[config.mk]
export PLATFORM = sky130hd
export DESIGN_NAME = scmc_top
export DESIGN_NICKNAME = d
export VERILOG_FILES = /design/src/shared/scmc_pkg.sv /design/src/verilog/scmc_top.sv
export SDC_FILE = /design/constraint.sdc
export NUM_CORES = 1
export LEC_CHECK = 0
export BUFFER_PORTS_ARGS = -buffer_cell sky130_fd_sc_hd__buf_4
export CORE_UTILIZATION = 33
export CTS_BUF_LIST = sky130_fd_sc_hd__clkbuf_8
export CTS_CLUSTER_DIAMETER = 50
export DETAILED_ROUTE_END_ITERATION = 10
export SLEW_MARGIN = 20
export SYNTH_ARGS = -nofsm -noshare
export SYNTH_HDL_FRONTEND = slang
export SYNTH_SLANG_ARGS = --single-unit
[constraint.sdc]
create_clock -name clk_i -period 9.05 [get_ports clk_i]
set_input_delay 0.4525 -clock clk_i [delete_from_list [all_inputs] [get_ports clk_i]]
set_output_delay 0.4525 -clock clk_i [all_outputs]
set_load 0.05 [all_outputs]
[src/shared/scmc_pkg.sv]
// Shared constants and types for the serial command and menu controller.
package scmc_pkg;
   // Clock and serial timing.
   localparam int unsigned CLK_HZ        = 100_000_000;
   localparam int unsigned BAUD          = 9600;
   localparam int unsigned BIT_CYC       = CLK_HZ / BAUD;
   localparam int unsigned MENU_TMO_S    = 12;
   localparam int unsigned MENU_TMO_CYC  = MENU_TMO_S * CLK_HZ;
   localparam int unsigned SPLASH_MS     = 500;
   localparam int unsigned SPLASH_CYC    = SPLASH_MS * (CLK_HZ / 1000);
   // Protocol characters.
   localparam logic [7:0] CH_OPEN   = 8'h7B;
   localparam logic [7:0] CH_CLOSE  = 8'h7D;
   localparam logic [7:0] CH_HASH   = 8'h23;
   localparam logic [7:0] CH_ACK    = 8'h3E;
   localparam logic [7:0] CH_CMD    = 8'h43;
   localparam logic [7:0] CH_STAT   = 8'h53;
   localparam logic [7:0] CH_ZERO   = 8'h30;
   localparam logic [7:0] ID_GAIN   = 8'h33;
   localparam logic [7:0] ID_INS    = 8'h35;
   localparam logic [7:0] ID_EXT    = 8'h45;
   localparam logic [7:0] ID_REM    = 8'h52;
   localparam logic [7:0] ID_QRY    = 8'h31;
   // Limits.
   localparam logic [4:0] GAIN_MAX  = 5'h14;
   localparam logic [4:0] ADDR_MAX  = 5'h1F;
   localparam logic [7:0] OUT_MIN   = 8'h1E; // -30 dBm as magnitude.
   localparam logic [7:0] OUT_MAX   = 8'h0A; // -10 dBm as magnitude.
   localparam int unsigned MSG_MAX  = 6;
   // Wishbone register map (word offsets are byte addresses).
   localparam logic [3:0] REG_CTRL  = 4'h0;
   localparam logic [3:0] REG_STAT  = 4'h4;
   localparam logic [3:0] REG_LEVEL = 4'h8;
   // Settings carrier.
   typedef struct packed {
      logic [4:0] gain;
      logic       ins;
      logic       ext;
      logic       remote;
   } scmc_cfg_s;
   localparam scmc_cfg_s CFG_RST = '{gain: 5'h00, ins: 1'b0, ext: 1'b0,
                                     remote: 1'b0};
   typedef enum logic [1:0] {
      DSP_ALL = 2'b00, DSP_VER = 2'b01, DSP_RUN = 2'b11
   } scmc_disp_e;
   typedef enum logic [2:0] {
      MN_IDLE = 3'b000, MN_GAIN = 3'b001, MN_REM = 3'b011,
      MN_EXT  = 3'b010, MN_INS  = 3'b110, MN_SAVE = 3'b111
   } scmc_menu_e;
endpackage

[src/verilog/scmc_top.sv]
// Serial command interpreter and front-panel menu engine.
// Notes on behaviour
// - Messages framed by braces; only inside parsed.
// - First char after prefix is C or S.
// - Identifier char then command-specific data chars.
// - Two-digit address 00-31 only in multidrop.
// - Gain command takes two digits 00-20 dB.
// - Insertion command: zero disables, one enables.
// - External reference command: zero off, one on.
// - Link is 9600 baud, 8N1, both directions.
// - Menu session commits only on confirmed save.
// - Twelve idle seconds abandon session, restore settings.
// - Gain edits apply live, stored only on yes.
// - Save yes commits; no restores prior settings.
// - Committed settings kept in nonvolatile storage.
// - Power-up shows all segments, version, then run.
// - Alarm follows any PLL loss of lock.
// - Refuse gain giving output outside -10..-30 dBm.
// - Vertical switch toggles on/off items either way.
// - Executed command acknowledged with one greater-than.
// - Gain query returns framed id, gain, alarm.
`timescale 1ns/1ps
`default_nettype none
module scmc_top #(
   parameter int unsigned TMO_CYC    = scmc_pkg::MENU_TMO_CYC,
   parameter int unsigned SPLASH_CYC = scmc_pkg::SPLASH_CYC,
   parameter int unsigned BIT_CYC    = scmc_pkg::BIT_CYC
) (
   input  wire logic                clk_i,
   input  wire logic                rst_i,
   input  wire logic [3:0]          wb_adr_i,
   input  wire logic [31:0]         wb_dat_i,
   input  wire logic [3:0]          wb_sel_i,
   input  wire logic                wb_we_i,
   input  wire logic                wb_cyc_i,
   input  wire logic                wb_stb_i,
   output logic [31:0]              wb_dat_o,
   output logic                     wb_ack_o,
   input  wire logic                rxd_i,
   output logic                     txd_o,
   input  wire logic                sw_menu_i,
   input  wire logic                sw_up_i,
   input  wire logic                sw_down_i,
   input  wire logic [1:0]          pll_unlock_i,
   input  wire scmc_pkg::scmc_cfg_s nv_cfg_i,
   output scmc_pkg::scmc_cfg_s      nv_cfg_o,
   output logic                     nv_wr_o,
   output scmc_pkg::scmc_cfg_s      cfg_o,
   output scmc_pkg::scmc_disp_e     disp_o,
   output logic                     alarm_o
);
   // Bit counters are 16 bits wide; refuse timings that they cannot hold.
   if (BIT_CYC < 4 || BIT_CYC > 32'h0000_FFFF || TMO_CYC < 2 ||
       SPLASH_CYC < 2) begin : g_bad_timing
      $error("scmc_top: timing parameters out of range");
   end

   // Two-flop synchronisers on all pins from outside the clock domain.
   logic [5:0] s1_q, s2_q;
   always_ff @(posedge clk_i) begin
      s1_q <= {rxd_i, sw_menu_i, sw_up_i, sw_down_i, pll_unlock_i};
      s2_q <= s1_q;
   end
   logic rx_s, menu_s, up_s, dn_s, unl_s;
   assign rx_s  = s2_q[5];
   assign menu_s = s2_q[4];
   assign up_s  = s2_q[3];
   assign dn_s  = s2_q[2];
   assign unl_s = |s2_q[1:0];

   // Receiver: 8N1, sampled mid-bit; a framing error drops the byte.
   logic [15:0] rc_q, rc_d;
   logic [3:0]  rb_q, rb_d;
   logic [7:0]  rs_q, rs_d;
   logic        rbusy_q, rbusy_d, rv;
   always_comb begin
      rc_d = rc_q; rb_d = rb_q; rs_d = rs_q; rbusy_d = rbusy_q; rv = 1'b0;
      if (!rbusy_q) begin
         if (!rx_s) begin
            rbusy_d = 1'b1; rb_d = 4'h0; rc_d = 16'(BIT_CYC / 2);
         end
      end else if (rc_q == 16'h0000) begin
         rc_d = 16'(BIT_CYC - 1);
         rb_d = rb_q + 4'h1;
         if (rb_q == 4'h0 && rx_s) rbusy_d = 1'b0;
         else if (rb_q >= 4'h1 && rb_q <= 4'h8) rs_d = {rx_s, rs_q[7:1]};
         else if (rb_q == 4'h9) begin
            rbusy_d = 1'b0; rv = rx_s;
         end
      end else rc_d = rc_q - 16'h0001;
   end
   always_ff @(posedge clk_i) begin
      if (rst_i) begin
         rc_q <= 16'h0000; rb_q <= 4'h0; rs_q <= 8'h00; rbusy_q <= 1'b0;
      end else begin
         rc_q <= rc_d; rb_q <= rb_d; rs_q <= rs_d; rbusy_q <= rbusy_d;
      end
   end

   // Register file: control (multidrop, address), status, input level.
   logic       md_q, md_d;
   logic [4:0] addr_q, addr_d;
   logic [7:0] lvl_q, lvl_d;
   logic       ack_q, ack_d;
   logic [31:0] rd_q, rd_d;
   scmc_pkg::scmc_cfg_s live_q, live_d, sav_q, sav_d;
   logic       alarm_q;
   scmc_pkg::scmc_disp_e disp_q, disp_d;
   scmc_pkg::scmc_menu_e mn_q, mn_d;
   always_comb begin
      md_d = md_q; addr_d = addr_q; lvl_d = lvl_q; rd_d = 32'h0000_0000;
      ack_d = wb_cyc_i && wb_stb_i && !ack_q;
      if (ack_d) begin
         unique case (wb_adr_i)
            scmc_pkg::REG_CTRL: rd_d = {26'h0, md_q, addr_q};
            scmc_pkg::REG_STAT: rd_d = {18'h0, mn_q, disp_q, alarm_q, live_q};
            scmc_pkg::REG_LEVEL: rd_d = {24'h0, lvl_q};
            default: rd_d = 32'h0000_0000;
         endcase
      end
      // A write lands at the edge where the master samples ack high.
      if (wb_cyc_i && wb_stb_i && ack_q && wb_we_i && wb_sel_i[0]) begin
         if (wb_adr_i == scmc_pkg::REG_CTRL) begin
            md_d = wb_dat_i[5];
            addr_d = (wb_dat_i[4:0] > scmc_pkg::ADDR_MAX) ?
                     addr_q : wb_dat_i[4:0];
         end
         if (wb_adr_i == scmc_pkg::REG_LEVEL) lvl_d = wb_dat_i[7:0];
      end
   end
   always_ff @(posedge clk_i) begin
      if (rst_i) begin
         md_q <= 1'b0; addr_q <= 5'h00; lvl_q <= scmc_pkg::OUT_MIN;
         ack_q <= 1'b0; rd_q <= 32'h0000_0000;
      end else begin
         md_q <= md_d; addr_q <= addr_d; lvl_q <= lvl_d;
         ack_q <= ack_d; rd_q <= rd_d;
      end
   end

   // Output = -level + gain; allowed when magnitude within 10..30.
   function automatic logic gain_ok(input logic [4:0] g, input logic [7:0] l);
      logic [8:0] m;
      m = {1'b0, l} - {4'h0, g};
      gain_ok = (g <= scmc_pkg::GAIN_MAX) && !m[8] &&
                (m[7:0] >= scmc_pkg::OUT_MAX) && (m[7:0] <= scmc_pkg::OUT_MIN);
   endfunction

   // Parser: collects bytes between braces, hash enters remote.
   logic [7:0] buf_q [scmc_pkg::MSG_MAX];
   logic [7:0] buf_d [scmc_pkg::MSG_MAX];
   logic [2:0] n_q, n_d;
   logic       in_q, in_d, ovf_q, ovf_d;
   logic       run_cmd, want_ack, want_rep, go_rem;
   logic [7:0] t0, t1, t2, t3, t4;
   logic [6:0] dig;
   always_comb begin
      for (int i = 0; i < scmc_pkg::MSG_MAX; i++) buf_d[i] = buf_q[i];
      n_d = n_q; in_d = in_q; ovf_d = ovf_q; run_cmd = 1'b0; go_rem = 1'b0;
      if (rv) begin
         if (rs_q == scmc_pkg::CH_OPEN) begin
            in_d = 1'b1; n_d = 3'h0; ovf_d = 1'b0;
         end else if (rs_q == scmc_pkg::CH_CLOSE && in_q) begin
            in_d = 1'b0; run_cmd = !ovf_q;
         end else if (in_q) begin
            if (n_q == 3'(scmc_pkg::MSG_MAX)) ovf_d = 1'b1;
            else begin
               buf_d[n_q] = rs_q; n_d = n_q + 3'h1;
            end
         end else if (rs_q == scmc_pkg::CH_HASH) go_rem = 1'b1;
      end
   end
   // Strip the unit address prefix in multidrop mode.
   always_comb begin
      t0 = md_q ? buf_q[2] : buf_q[0];
      t1 = md_q ? buf_q[3] : buf_q[1];
      t2 = md_q ? buf_q[4] : buf_q[2];
      t3 = md_q ? buf_q[5] : buf_q[3];
      t4 = {5'h00, md_q ? n_q - 3'h2 : n_q};
      // Seven bits hold any two decimal digits without wrapping.
      dig = 7'(buf_q[0][3:0]) * 7'h0A + 7'(buf_q[1][3:0]);
   end
   logic adr_ok, d2;
   assign adr_ok = !md_q || (n_q >= 3'h2 && dig == {2'b00, addr_q});
   assign d2 = (t2[7:4] == 4'h3) && (t3[7:4] == 4'h3) && (t2[3:0] <= 4'h9)
               && (t3[3:0] <= 4'h9);
   // Two digits reach 99, so the value is range checked at seven bits
   // before it is narrowed to the five-bit gain field.
   logic [6:0] cgw;
   logic [4:0] cg;
   assign cgw = 7'(t2[3:0]) * 7'h0A + 7'(t3[3:0]);
   assign cg  = cgw[4:0];
   logic bit1, bval;
   assign bit1 = (t4 == 8'h03) && (t2[7:1] == 7'h18);
   assign bval = t2[0];

   // Settings, menu, display and splash timer state.
   logic [31:0] tm_q, tm_d;
   logic [2:0]  pv_q, pv_d;
   logic        nvw_d, nvw_q;
   logic        up_e, dn_e, mn_e;
   assign mn_e = menu_s && !pv_q[2];
   assign up_e = up_s && !pv_q[1];
   assign dn_e = dn_s && !pv_q[0];
   always_comb begin
      live_d = live_q; sav_d = sav_q; mn_d = mn_q; disp_d = disp_q;
      tm_d = tm_q; nvw_d = 1'b0; want_ack = 1'b0; want_rep = 1'b0;
      pv_d = {menu_s, up_s, dn_s};
      if (go_rem) live_d.remote = 1'b1;
      if (run_cmd && adr_ok && t0 == scmc_pkg::CH_CMD) begin
         want_ack = 1'b1;
         unique case (t1)
            scmc_pkg::ID_GAIN:
               if (t4 == 8'h04 && d2 && cgw <= 7'(scmc_pkg::GAIN_MAX) &&
                   gain_ok(cg, lvl_q))
                  live_d.gain = cg;
            scmc_pkg::ID_INS: if (bit1) live_d.ins = bval;
            scmc_pkg::ID_EXT: if (bit1) live_d.ext = bval;
            scmc_pkg::ID_REM:
               if (bit1 && t2 == scmc_pkg::CH_ZERO) live_d.remote = 1'b0;
            default: want_ack = 1'b0;
         endcase
         if (want_ack && mn_q == scmc_pkg::MN_IDLE) begin
            sav_d = live_d; nvw_d = 1'b1;
         end
      end else if (run_cmd && adr_ok && t0 == scmc_pkg::CH_STAT &&
                   t1 == scmc_pkg::ID_QRY && t4 == 8'h02) begin
         want_rep = 1'b1;
      end
      if (disp_q != scmc_pkg::DSP_RUN) begin
         tm_d = tm_q + 32'h1;
         if (tm_q == 32'(SPLASH_CYC - 1)) begin
            tm_d = 32'h0;
            disp_d = (disp_q == scmc_pkg::DSP_ALL) ? scmc_pkg::DSP_VER
                                                   : scmc_pkg::DSP_RUN;
            if (disp_q == scmc_pkg::DSP_VER) begin
               live_d = nv_cfg_i; sav_d = nv_cfg_i;
            end
         end
      end else if (mn_q == scmc_pkg::MN_IDLE) begin
         tm_d = 32'h0;
         if (mn_e) mn_d = scmc_pkg::MN_GAIN;
      end else begin
         tm_d = (mn_e || up_e || dn_e) ? 32'h0 : tm_q + 32'h1;
         if (tm_q == 32'(TMO_CYC - 1)) begin
            live_d = sav_q; mn_d = scmc_pkg::MN_IDLE;
         end else begin
            unique case (mn_q)
               scmc_pkg::MN_GAIN: begin
                  if (up_e && gain_ok(live_q.gain + 5'h1, lvl_q))
                     live_d.gain = live_q.gain + 5'h1;
                  if (dn_e && gain_ok(live_q.gain - 5'h1, lvl_q) &&
                      live_q.gain != 5'h00)
                     live_d.gain = live_q.gain - 5'h1;
                  if (mn_e) mn_d = scmc_pkg::MN_REM;
               end
               scmc_pkg::MN_REM: begin
                  if (up_e || dn_e) live_d.remote = !live_q.remote;
                  if (mn_e) mn_d = scmc_pkg::MN_EXT;
               end
               scmc_pkg::MN_EXT: begin
                  if (up_e || dn_e) live_d.ext = !live_q.ext;
                  if (mn_e) mn_d = scmc_pkg::MN_INS;
               end
               scmc_pkg::MN_INS: begin
                  if (up_e || dn_e) live_d.ins = !live_q.ins;
                  if (mn_e) mn_d = scmc_pkg::MN_SAVE;
               end
               scmc_pkg::MN_SAVE: begin
                  if (up_e) begin  // Up answers yes.
                     sav_d = live_q; nvw_d = 1'b1; mn_d = scmc_pkg::MN_IDLE;
                  end else if (dn_e) begin  // Down answers no.
                     live_d = sav_q; mn_d = scmc_pkg::MN_IDLE;
                  end
               end
               default: mn_d = scmc_pkg::MN_IDLE;
            endcase
         end
      end
   end
   always_ff @(posedge clk_i) begin
      if (rst_i) begin
         for (int i = 0; i < scmc_pkg::MSG_MAX; i++) buf_q[i] <= 8'h00;
         n_q <= 3'h0; in_q <= 1'b0; ovf_q <= 1'b0;
         live_q <= scmc_pkg::CFG_RST; sav_q <= scmc_pkg::CFG_RST;
         mn_q <= scmc_pkg::MN_IDLE; disp_q <= scmc_pkg::DSP_ALL;
         tm_q <= 32'h0; pv_q <= 3'h0; nvw_q <= 1'b0; alarm_q <= 1'b0;
      end else begin
         for (int i = 0; i < scmc_pkg::MSG_MAX; i++) buf_q[i] <= buf_d[i];
         n_q <= n_d; in_q <= in_d; ovf_q <= ovf_d;
         live_q <= live_d; sav_q <= sav_d; mn_q <= mn_d; disp_q <= disp_d;
         tm_q <= tm_d; pv_q <= pv_d; nvw_q <= nvw_d;
         alarm_q <= unl_s;
      end
   end

   // Transmitter: queue of reply bytes, sent 8N1. The queue holds the
   // longest reply, a status answer that echoes the unit address.
   localparam int unsigned TQ_N = scmc_pkg::MSG_MAX + 3;
   logic [7:0]  tq_q [TQ_N];
   logic [7:0]  tq_d [TQ_N];
   logic [3:0]  tn_q, tn_d;
   logic [3:0]  tb_q, tb_d;
   logic [15:0] tc_q, tc_d;
   logic [9:0]  sh_q, sh_d;
   logic        tx_q, tx_d;
   logic [71:0] rep;
   logic [7:0]  g_hi, g_lo, al_ch;
   always_comb begin
      for (int i = 0; i < TQ_N; i++) tq_d[i] = tq_q[i];
      tn_d = tn_q; tb_d = tb_q; tc_d = tc_q; sh_d = sh_q; tx_d = tx_q;
      g_hi  = {4'h3, 4'(live_q.gain / 5'hA)};
      g_lo  = {4'h3, 4'(live_q.gain % 5'hA)};
      al_ch = {7'h18, alarm_q};
      // The reply is framed like a request; multidrop echoes the address.
      rep = md_q ? {scmc_pkg::CH_OPEN, buf_q[0], buf_q[1], scmc_pkg::CH_STAT,
                    scmc_pkg::ID_QRY, g_hi, g_lo, al_ch, scmc_pkg::CH_CLOSE}
                 : {scmc_pkg::CH_OPEN, scmc_pkg::CH_STAT, scmc_pkg::ID_QRY,
                    g_hi, g_lo, al_ch, scmc_pkg::CH_CLOSE, 16'h0000};
      if (want_ack && tn_q == 4'h0 && tb_q == 4'h0) begin
         tq_d[0] = scmc_pkg::CH_ACK; tn_d = 4'h1;
      end else if (want_rep && tn_q == 4'h0 && tb_q == 4'h0) begin
         for (int i = 0; i < TQ_N; i++) begin
            tq_d[i] = rep[71 - 8*i -: 8];
         end
         tn_d = md_q ? 4'(TQ_N) : 4'(TQ_N - 2);
      end else if (tb_q == 4'h0 && tn_q != 4'h0) begin
         // Eleven steps: the last one holds the stop bit a full bit time.
         sh_d = {1'b1, tq_q[0], 1'b0}; tb_d = 4'hB; tc_d = 16'h0;
         for (int i = 0; i < TQ_N - 1; i++) tq_d[i] = tq_q[i+1];
         tn_d = tn_q - 4'h1;
      end else if (tb_q != 4'h0) begin
         if (tc_q == 16'h0) begin
            tx_d = sh_q[0]; sh_d = {1'b1, sh_q[9:1]};
            tc_d = 16'(BIT_CYC - 1); tb_d = tb_q - 4'h1;
         end else tc_d = tc_q - 16'h1;
      end
   end
   always_ff @(posedge clk_i) begin
      if (rst_i) begin
         for (int i = 0; i < TQ_N; i++) tq_q[i] <= 8'h00;
         tn_q <= 4'h0; tb_q <= 4'h0; tc_q <= 16'h0;
         sh_q <= 10'h3FF; tx_q <= 1'b1;
      end else begin
         for (int i = 0; i < TQ_N; i++) tq_q[i] <= tq_d[i];
         tn_q <= tn_d; tb_q <= tb_d; tc_q <= tc_d; sh_q <= sh_d; tx_q <= tx_d;
      end
   end

   // All outputs straight from flip-flops.
   assign wb_dat_o = rd_q;
   assign wb_ack_o = ack_q;
   assign txd_o    = tx_q;
   assign cfg_o    = live_q;
   assign nv_cfg_o = sav_q;
   assign nv_wr_o  = nvw_q;
   assign disp_o   = disp_q;
   assign alarm_o  = alarm_q;

   chk_alarm_follows: assert property (@(posedge clk_i)
      disable iff (rst_i) $rose(unl_s) |=> alarm_o)
      else $error("alarm did not follow pll unlock");
   chk_gain_range: assert property (@(posedge clk_i)
      disable iff (rst_i)
      $changed(cfg_o.gain) && disp_o == scmc_pkg::DSP_RUN &&
      $past(disp_o) == scmc_pkg::DSP_RUN |-> cfg_o.gain <= scmc_pkg::GAIN_MAX)
      else $error("gain above limit");
   chk_tx_idle: assert property (@(posedge clk_i)
      disable iff (rst_i) tb_q == 4'h0 |-> txd_o)
      else $error("tx line not idle high");
   chk_nv_on_save: assert property (@(posedge clk_i)
      disable iff (rst_i)
      nv_wr_o |-> $past(mn_q) inside {scmc_pkg::MN_SAVE, scmc_pkg::MN_IDLE})
      else $error("nonvolatile write outside save");
   chk_menu_timeout: assert property (@(posedge clk_i)
      disable iff (rst_i)
      mn_q != scmc_pkg::MN_IDLE && tm_q == 32'(TMO_CYC - 1)
      |=> mn_q == scmc_pkg::MN_IDLE && cfg_o == $past(sav_q))
      else $error("menu timeout did not restore");
   chk_save_no: assert property (@(posedge clk_i)
      disable iff (rst_i)
      mn_q == scmc_pkg::MN_SAVE && !up_e && dn_e && tm_q != 32'(TMO_CYC - 1)
      |=> cfg_o == $past(sav_q) && !nv_wr_o)
      else $error("save no did not restore");
   chk_splash_order: assert property (@(posedge clk_i)
      disable iff (rst_i)
      disp_o == scmc_pkg::DSP_RUN |=> disp_o == scmc_pkg::DSP_RUN)
      else $error("display left run state");
   chk_ack_pulse: assert property (@(posedge clk_i)
      disable iff (rst_i) wb_ack_o |=> !wb_ack_o)
      else $error("ack held two cycles");
endmodule
`default_nettype wire
# Word-level counts from Yosys, hierarchy flattened
# Memory sizes are Yosys's and may differ from the RTL's.
# Index checks and enable logic that the tools add are counted.
[word_totals]
out_inout_bits = 54
word_cells = 380
ff_bits = 186
input_bits = 59
mem_bits_rw = 120
mem_count = 2
[mem_list]
columns = ["memory", "depth", "word_bits", "read_ports", "rd_ports_with_merged_regs", "wr", "line_no", "text"]
rows = [
  ["tq_q", 9, 8, 9, 0, 9, "scmc_top.sv:300", "logic [7:0] tq_q [TQ_N];"],
  ["buf_q", 6, 8, 6, 0, 6, "scmc_top.sv:150", "logic [7:0] buf_q [scmc_pkg::MSG_MAX];"],
]
[op_classes]
mux = 148
n_div = 2
reduce_logical = 95
magnitude_cmp = 18
bitwise_logic = 23
addsub = 15
n_mul = 2
eq_ne = 41
[op_table]
columns = ["op", "count"]
rows = [
  ["8-bit 2-to-1 mux", 39],
  ["64-bit 2-to-1 mux", 4],
  ["48-bit 2-to-1 mux", 5],
  ["32-bit 2-to-1 mux", 4],
  ["16-bit 2-to-1 mux", 6],
  ["1-bit 2-to-1 mux", 51],
  ["48-bit bitwise mux", 1],
  ["8-bit by 7-bit equality test with 1-bit output (second input constant)", 6],
  ["1-bit logical AND", 44],
  ["3-bit 2-to-1 mux", 14],
  ["14-bit case mux with 3 select lines", 1],
  ["8-bit by 6-bit equality test with 1-bit output (second input constant)", 5],
  ["4-bit 2-to-1 mux", 9],
  ["32-bit by 1-bit adder with 32-bit output (second input constant)", 1],
  ["32-bit by 26-bit equality test with 1-bit output (second input constant)", 1],
  ["32-bit by 31-bit equality test with 1-bit output (second input constant)", 1],
  ["16-bit logical NOT", 2],
  ["16-bit by 1-bit subtractor with 16-bit output (second input constant)", 2],
  ["10-bit 2-to-1 mux", 3],
  ["8-bit by 5-bit subtractor with 9-bit output", 3],
  ["8-bit demux with 3-bit select", 1],
  ["8-bit by 4-bit >= comparator with 1-bit output (second input constant)", 3],
  ["8-bit by 5-bit less-or-equal comparator with 1-bit output (second input constant)", 3],
  ["5-bit 2-to-1 mux", 4],
  ["54 further kinds", 131],
]

# Longest topological paths before layout
# Gate-level depths: netlist of run 1.
# An unclocked memory read counts as a cell.
[logic_depth]
word_depth = 19
mapped_depth = 19
mapped_depth_nobuf = 15

# Worst setup path after synthesis of run 1
# Ideal clock, no wire load.
[synth_timing]
path_type = "register to register"
start = "reg md_q"
end = "reg live_q (netlist bit cfg_o[3])"
path_buffers = 4
required_time_ns = 8.934
path_slack_ns = 4.038
path_stages_with_launch = 20
period_less_slack_ns = 5.012
arrival_ns = 4.895
setup_ns = 0.116
path_cell_list = "dfxtp_1 clkbuf_1 clkbuf_1 clkbuf_1 buf_1 mux2_2 ha_1 ha_1 xor2_1 inv_1 ha_1 o21ai_0 a21oi_1 or2_2 a2111oi_0 o21ai_1 a31oi_1 nand2_1 mux2_2 a41o_1"
[synth_via]
elab_chain_len = 18
word_cells_on_any_way = 46
cone_classes = "2 x add/sub; 1 x mul; 6 x order compare; 5 x eq/ne; 18 x mux; 14 x reduce/logical"
[synth_lines]
columns = ["item", "line_no", "text"]
rows = [
  ["start, declared", "scmc_top.sv:101", "logic md_q, md_d;"],
  ["start signal, assigned", "scmc_top.sv:136", "md_q <= md_d; addr_q <= addr_d; lvl_q <= lvl_d;"],
  ["parallel branches: the longest is 11 deep, another holds 8-bit by 5-bit subtractor with 9-bit output", "-", ""],
  ["8-bit 2-to-1 mux *", "scmc_top.sv:210", "if (run_cmd && adr_ok && t0 == scmc_pkg::CH_CMD) begin"],
  ["8-bit 2-to-1 mux / 5-bit 2-to-1 mux (equally long branches)", "scmc_top.sv:272, scmc_top.sv:250", ""],
  ["8-bit 2-to-1 mux / 5-bit 2-to-1 mux (equally long branches)", "scmc_top.sv:270, scmc_top.sv:252", ""],
  ["5-bit case mux with 2 select lines", "scmc_top.sv:248", "unique case (mn_q)"],
  ["8-bit 2-to-1 mux", "scmc_top.sv:245", "if (tm_q == 32'(TMO_CYC - 1)) begin"],
  ["8-bit 2-to-1 mux", "scmc_top.sv:240", "end else if (mn_q == scmc_pkg::MN_IDLE) begin"],
  ["8-bit 2-to-1 mux *", "scmc_top.sv:230", "if (disp_q != scmc_pkg::DSP_RUN) begin"],
  ["end signal, assigned", "scmc_top.sv:285", "live_q <= scmc_pkg::CFG_RST; sav_q <= scmc_pkg::CFG_RST;"],
  ["end signal, assigned", "scmc_top.sv:291", "live_q <= live_d; sav_q <= sav_d; mn_q <= mn_d; disp_q <= disp_d;"],
  ["end, declared", "scmc_top.sv:106", "scmc_pkg::scmc_cfg_s live_q, live_d, sav_q, sav_d;"],
]
# Every way passes the cells marked *.
# A chain may end at the register's enable or synchronous reset.

# Worst setup path after layout of run 1
# Ends and elaborated chain as after synthesis.

==> results of run 1 <==
## cell type report
class	instances	area (um2)	area share [%]
multi-input combinational	1382	8360	51.2
sequential	271	5430	33.2
clock buffer	60	826	5.06
tap	585	732	4.48
timing repair buffer	84	649	3.98
inverter	51	191	1.17
clock inverter	27	150	0.919
## cells in the final DEF (no fill, tap or decap), types with 12 or more instances in the layout
cell type  count
nor3_1        58
nor3b_1       12
nand4_1       20
and2_1        13
conb_1        18
nor4_1        17
ha_1          48
a31oi_1       22
a311oi_1      22
nand2_1      243
nand3_1       43
nand2b_1      18
nand3b_1      18
a211oi_1      29
inv_1         69
and3_1        29
buf_4         77
mux2i_1       39
nor2b_1       19
dfxtp_1      270
a21oi_1      168
xor2_1        30
o21ai_0       60
or2_2         12
clkbuf_8      60
a22oi_1       32
mux2_2        19
xnor2_1       27
nor2_1       208
## worst max-delay path, stage by stage, from the launching register on
cell and delay, ps:
dfxtp_2 350, buf_4 480, mux2_2 480, ha_1 280, fa_1 430, xor2_1 410, inv_1 140, ha_1 340
o21ai_0 90, a21oi_1 70, or2_2 290, a2111oi_0 550, o21ai_1 150, a31oi_1 270, nand2_1 220, mux2_2 320
a41o_1 230
## per-stage QoR
stage / power, uW / cells / utilization, % / worst slack [ps] / instance area [um2]
CTS: 3210 / 2460 / 37.9 / 3860 / 16300
floorplan: 1880 / 1826 / - / 4040 / 14500
detailed placement: 2050 / 2367 / 35.5 / 3870 / 15300
global placement: 2020 / 2367 / 35.5 / 3900 / 15300
global route: 3370 / 2460 / 37.9 / 3530 / 16300
finish: 3180 / 2460 / 37.9 / 3840 / 16300
## cells by family (layout without fill, tap and decap cells)
kind of cell,after synthesis,after routing,share of synthesized area [%]
compound gates,416,416,18.2
xor+xnor,57,57,3.46
fa+ha+maj,56,56,5.20
buf+inv,173,222,5.14
flops,271,271,37.6
mux,58,58,4.19
other cells,1,18,0.0260
simple gates,777,777,26.3
## power breakdown
group,leakage (uW),total [uW],internal (uW),switching (uW)
clock,0.000572,1150,627,525
sequential,0.00220,1330,1270,61.2
combinational,0.00349,694,222,471
## registers in the layout, summed over array words and instances (netlist names), 4 cells and up
register and cells:
cfg_o 8, nv_cfg_o 8, rb_q 4, tb_q 4
s1_q 6, rc_q 16, tn_q 4, lvl_q 8
tm_q 32, tc_q 16, tq_q 56, rs_q 8
addr_q 5, sh_q 9, wb_dat_o 14, buf_q 48
s2_q 6
## routing by layer
layer,GRT usage (%),part of all wire (%)
met1,24.0,45
met2,29.3,46
met3,2.96,5.4
met4,7.25,3.1
met5,0,0
## Yosys cell counts (27+ instances only)
cell        n  area [um2]
dfxtp_1   271        5430
nand2_1   243         912
nor2_1    209         785
a21oi_1   168         841
clkbuf_1   88         330
o21ai_0    60         300
nor3_1     58         290
inv_1      51         191
ha_1       48         601
nand3_1    43         215
mux2i_1    39         390
a22oi_1    32         240
xor2_1     30         263
a211oi_1   29         218
and3_1     29         181
xnor2_1    27         236
## worst paths after layout
kind	start	endpoint	slack [ps]	cells after the start
hold / removal	wb_dat_i[7]	lvl_q[7]	70	3
setup reg to reg	md_q	cfg_o[3]	3840	16
setup / recovery	md_q	cfg_o[3]	3840	16
hold reg to reg	s1_q[2]	s2_q[2]	330	0
## what timing repair did
item,CTS,global route
resized for setup,0,0
hold endpoints to repair,6,0
buffers inserted,0,0
hold buffers,6,0
==> results.sh, run 1 <==
export IMPL_synth_cells=1809
export IMPL_die_y_um=211
export IMPL_worstPathMaxFanout=49
export IMPL_grt_pass1_vias=12566
export IMPL_clockBufferDepth=3
export IMPL_nNetsFinal=1953
export IMPL_worstPathRequired_ps=9570
export IMPL_postRouteAntennaNets=0
export IMPL_hold_ws_ps=73.6
export IMPL_wl_per_cell_um=16.4
export IMPL_fin_worst_skew_ps=25.8
export IMPL_n_fill_cell=4411
export IMPL_setup_viol=0
export IMPL_fp_dieW_um=211
export IMPL_clkTransAtPathRegs_ps=60
export IMPL_synth_edf_count=0
export IMPL_cts_sinks=271
export IMPL_rows=76
export IMPL_antenna_cells=0
export IMPL_synthArstFlopShare_pct=0
export IMPL_status="finished, final reports clean"
export IMPL_clock_latency_ps=630
export IMPL_grt_max_degree=99
export IMPL_hold_viol=0
export IMPL_antenna_found_initial=0
export IMPL_fmax_mhz=192
export IMPL_rsz0062_at_grt="false"
export IMPL_gr_total_overflow=0
export IMPL_cap_violations=0
export IMPL_max_slew_margin_pct=27.8
export IMPL_synth_seq_cells=271
export IMPL_power_leakage_uw=0.00626
export IMPL_synth_avg_cell_area_um2=7.98
export IMPL_grt_pass1_wl_um=65700
export IMPL_globalplace_congestion=0.898
export IMPL_ys_seq_area_share_pct=37.6
export IMPL_worst_setup_path_start_kind="register"
export IMPL_crit_type="reg2reg"
export IMPL_coreArea_um2=43100
export IMPL_io_pins=113
export IMPL_hpwl_um=27600
export IMPL_start_util_pct=33.5
export IMPL_cts_tree="built"
export IMPL_wl_um=40200
export IMPL_vias_per_cell=5.35
export IMPL_setup_tns_ps=0
export IMPL_drc_errors=0
export IMPL_finalCritPeriodShare_pct=57.6
export IMPL_hold_class="in2reg"
export IMPL_maxSlewViolCount=0
export IMPL_p_per_area_nw_per_um2=195
export IMPL_synth_area_um2=14400
export IMPL_arrival_ps=5730
export IMPL_grtUsageTotal_pct=18.1
export IMPL_port_buffers=67
export IMPL_dieArea_um2=44600
export IMPL_cp_end_kind="register"
export IMPL_firstDrtPassIters=5
export IMPL_tightest_slew_ps=1080
export IMPL_num_vias=13165
export IMPL_cts_htree_levels=2
export IMPL_cts_root_buf="clkbuf_8"
export IMPL_drive_gt1_share_pct=10.3
export IMPL_ys_types=74
export IMPL_area_growth_pct=13.1
export IMPL_ys_flop_type="dfxtp_1"
export IMPL_ir_drop_mv=0.118
export IMPL_ys_warnings_count=0
export IMPL_drt_iter0_markers=952
export IMPL_period_minus_slack_ps=5210
export IMPL_cts_made_buffers=49
(Power assumes the default switching activity.)
==> run 2, diff against run 1 <==
--- a/config.mk
+++ b/config.mk
@@ -5,6 +5,7 @@
 export SDC_FILE = /design/constraint.sdc
 export NUM_CORES = 1
 export LEC_CHECK = 0
+export ABC_AREA = 1
 export BUFFER_PORTS_ARGS = -buffer_cell sky130_fd_sc_hd__buf_4
 export CORE_UTILIZATION = 33
 export CTS_BUF_LIST = sky130_fd_sc_hd__clkbuf_8
==> constraint.sdc (replaced) <==
create_clock -name clk_i -period 4.3 [get_ports clk_i]
set_input_delay 0.215 -clock clk_i [delete_from_list [all_inputs] [get_ports clk_i]]
set_output_delay 0.215 -clock clk_i [all_outputs]
set_load 0.05 [all_outputs]
==> results.sh, run 2 <==
export IMPL_grtUsageTotal_pct=18.0
export IMPL_hold_class="in2reg"
export IMPL_gr_total_overflow=0
export IMPL_fin_worst_skew_ps=39.5
export IMPL_postRouteAntennaNets=0
export IMPL_crit_top_cell="nand2_1"
export IMPL_cts_root_buf="clkbuf_8"
export IMPL_vias_per_cell=4.94
export IMPL_cap_violations=0
export IMPL_clkTransAtPathRegs_ps=70
export IMPL_cts_tree="built"
export IMPL_grt_pass1_wl_um=67900
export IMPL_worst_setup_path_start_kind="register"
export IMPL_setup_tns_ps=0
export IMPL_drc_errors=0
export IMPL_synth_edf_count=0
export IMPL_worstPathRequired_ps=4880
export IMPL_cts_made_buffers=50
export IMPL_wl_um=41500
export IMPL_status="finished, final reports clean"
export IMPL_placedCellCount=2652
export IMPL_start_util_pct=33.5
export IMPL_ir_drop_mv=0.242
export IMPL_hold_viol=0
export IMPL_cts_htree_levels=2
export IMPL_coreArea_um2=44300
export IMPL_final_common_cell="nand2_1"
export IMPL_synth_compound_area_share_pct=18.3
export IMPL_slowest_delay_ps=490
export IMPL_placed_cell_area_um2=15800
export IMPL_synth_avg_cell_area_um2=7.26
export IMPL_crit_type="reg2reg"
export IMPL_reg2reg_from="md_q"
export IMPL_synth_seq_cells=271
export IMPL_hpwl_um=30300
export IMPL_num_vias=13691
export IMPL_dieArea_um2=45800
export IMPL_port_buffers=67
export IMPL_yosys_area_share_xor_xnor_pct=3.30
export IMPL_synth_simple_area_share_pct=26.1
export IMPL_drive_gt1_share_pct=12.3
export IMPL_cts_resized=0
export IMPL_max_slew_margin_pct=30.1
export IMPL_ys_seq_area_share_pct=36.5
export IMPL_m1WireLength_um=19000
export IMPL_yosysTopAreaCell="dfxtp_1"
export IMPL_tightest_slew_ps=1040
export IMPL_wl_per_cell_um=15.0
export IMPL_nNetsFinal=2251
export IMPL_io_pins=113
export IMPL_clock_latency_ps=640
export IMPL_die_y_um=214
export IMPL_rsz0062_at_grt="false"
export IMPL_cp_cell_sequence="inv_2 -> or2_2 -> o21ai_0 -> inv_1 -> ha_1 -> fa_1 -> inv_1 -> ha_1 -> nand2_1 -> o21ai_0 -> a21o_1 -> nand2_1 -> nand2_1 -> nand2_1 -> nor2_1 -> nand3_4 -> or2_1 -> nand3_2 -> nand3_1 -> nand2_1 -> nand2_1 -> a21oi_2"
export IMPL_yosysMostFrequentCell="nand2_1"
export IMPL_slowest_stage="fa_1"
export IMPL_largest_register_ffs=56
export IMPL_globalplace_congestion=0.928
export IMPL_p_per_area_nw_per_um2=414
export IMPL_hold_buffers=25
export IMPL_grt_pass1_vias=13354
export IMPL_antenna_found_initial=0
export IMPL_regMostFlops="tq_q"
export IMPL_synth_cells=2046
export IMPL_startpoint="md_q"
export IMPL_cts_setup_buffers=0
export IMPL_period_minus_slack_ps=3820
export IMPL_highest_layer="met4"
export IMPL_rows=77
export IMPL_maxSlewViolCount=0
export IMPL_firstDrtPassIters=5
export IMPL_ys_warnings_count=0
export IMPL_power_leakage_uw=0.00723
export IMPL_grt_max_degree=84
export IMPL_fmax_mhz=261
export IMPL_area_growth_pct=15.9
export IMPL_clockBufferDepth=3
export IMPL_top_regs="tq_q: 56 flops, buf_q: 48 flops, tm_q: 32 flops"
export IMPL_ys_flop_type="dfxtp_1"
export IMPL_fin_cells=2771
export IMPL_synthArstFlopShare_pct=0
export IMPL_synth_top_family_by_area="simple AND/OR/NAND/NOR gates"
export IMPL_netlist_top_cells_area="dfxtp_1, nand2_1, inv_1"
export IMPL_final_cell_mix="nand2_1, inv_1, dfxtp_1, nor2_1, a21oi_1"
export IMPL_setup_viol=0
export IMPL_synth_adder_area_share_pct=4.99
export IMPL_drt_iter0_markers=894
export IMPL_antenna_cells=0
export IMPL_cp_end_kind="register"
export IMPL_arrival_ps=4410
export IMPL_worstPathMaxFanout=9
export IMPL_fp_dieW_um=214
export IMPL_finalCritPeriodShare_pct=89.0
export IMPL_wl_met3_um=1830
export IMPL_yosys_top_cells_count="nand2_1, dfxtp_1, inv_1"
export IMPL_met2_length_um=19200
export IMPL_cts_sinks=271
export IMPL_n_fill_cell=4625
export IMPL_synth_area_um2=14800
export IMPL_hp_start="rst_i"
export IMPL_postLayoutCellArea_um2=17200
export IMPL_netlist_area_leader_share_pct=36.5
export IMPL_synth_mux_area_share_pct=0.0674
export IMPL_ys_types=72
[run 2: worst max-delay path, delay by kind of cell (launching register included)]
kind	cells	cell delay [ps]
AOI/OAI and AO/OA	4	700
and+or+nand+nor	12	1420
adders and majority gates	3	1080
buffers and inverters	3	230
DFF	1	360
[run 2: area by class of cell]
| class | count | area (um2) | share of cell area [%] |
|---|---|---|---|
| clock inverter | 32 | 328 | 1.90 |
| sequential | 271 | 5430 | 31.5 |
| clock buffer | 62 | 853 | 4.96 |
| tap | 592 | 741 | 4.30 |
| timing repair buffer | 107 | 891 | 5.18 |
| inverter | 286 | 1070 | 6.24 |
| multi-input combinational | 1421 | 7900 | 45.9 |
[run 2: stage by stage]
step | worst slack (ps) | util (%) | hold WS (ps) | power [uW]
2_1_floorplan | 655 | - | 243 | 3920
3_3_place_gp | 529 | 35.6 | 312 | 4240
3_5_place_dp | 501 | 35.6 | 312 | 4280
4_1_cts | 525 | 38.8 | 7.87 | 7210
5_1_grt | 179 | 38.8 | 41.4 | 7540
6_report | 475 | 38.8 | 60.0 | 7130
[run 2: worst paths after layout]
kind,endpoint,slack [ps],depth (start not counted)
worst max-delay path,cfg_o[6],480,22
worst min-delay path,pv_q[1],60,2
worst max register to register,cfg_o[6],480,22
worst min register to register,s2_q[0],320,0
[run 2: metal layers]
metal,track usage [%],up-vias
li1,-,6977
met2,30.5,311
met1,22.5,6308
met3,2.85,95
met4,7.93,0
met5,0,-
[run 2: kinds of logic after synthesis]
family / after synthesis
AO/OA/AOI/OAI: 441
XOR/XNOR: 56
adder cells (fa/ha/maj): 55
buffers and inverters: 371
flip-flops: 271
multiplexers: 1
other: 1
AND/OR/NAND/NOR: 850
[run 2: power by group]
group          switching, uW  total, uW  internal [uW]
Clock                   1190       2880           1690
Combinational            946       1450            508
Sequential               123       2800           2670
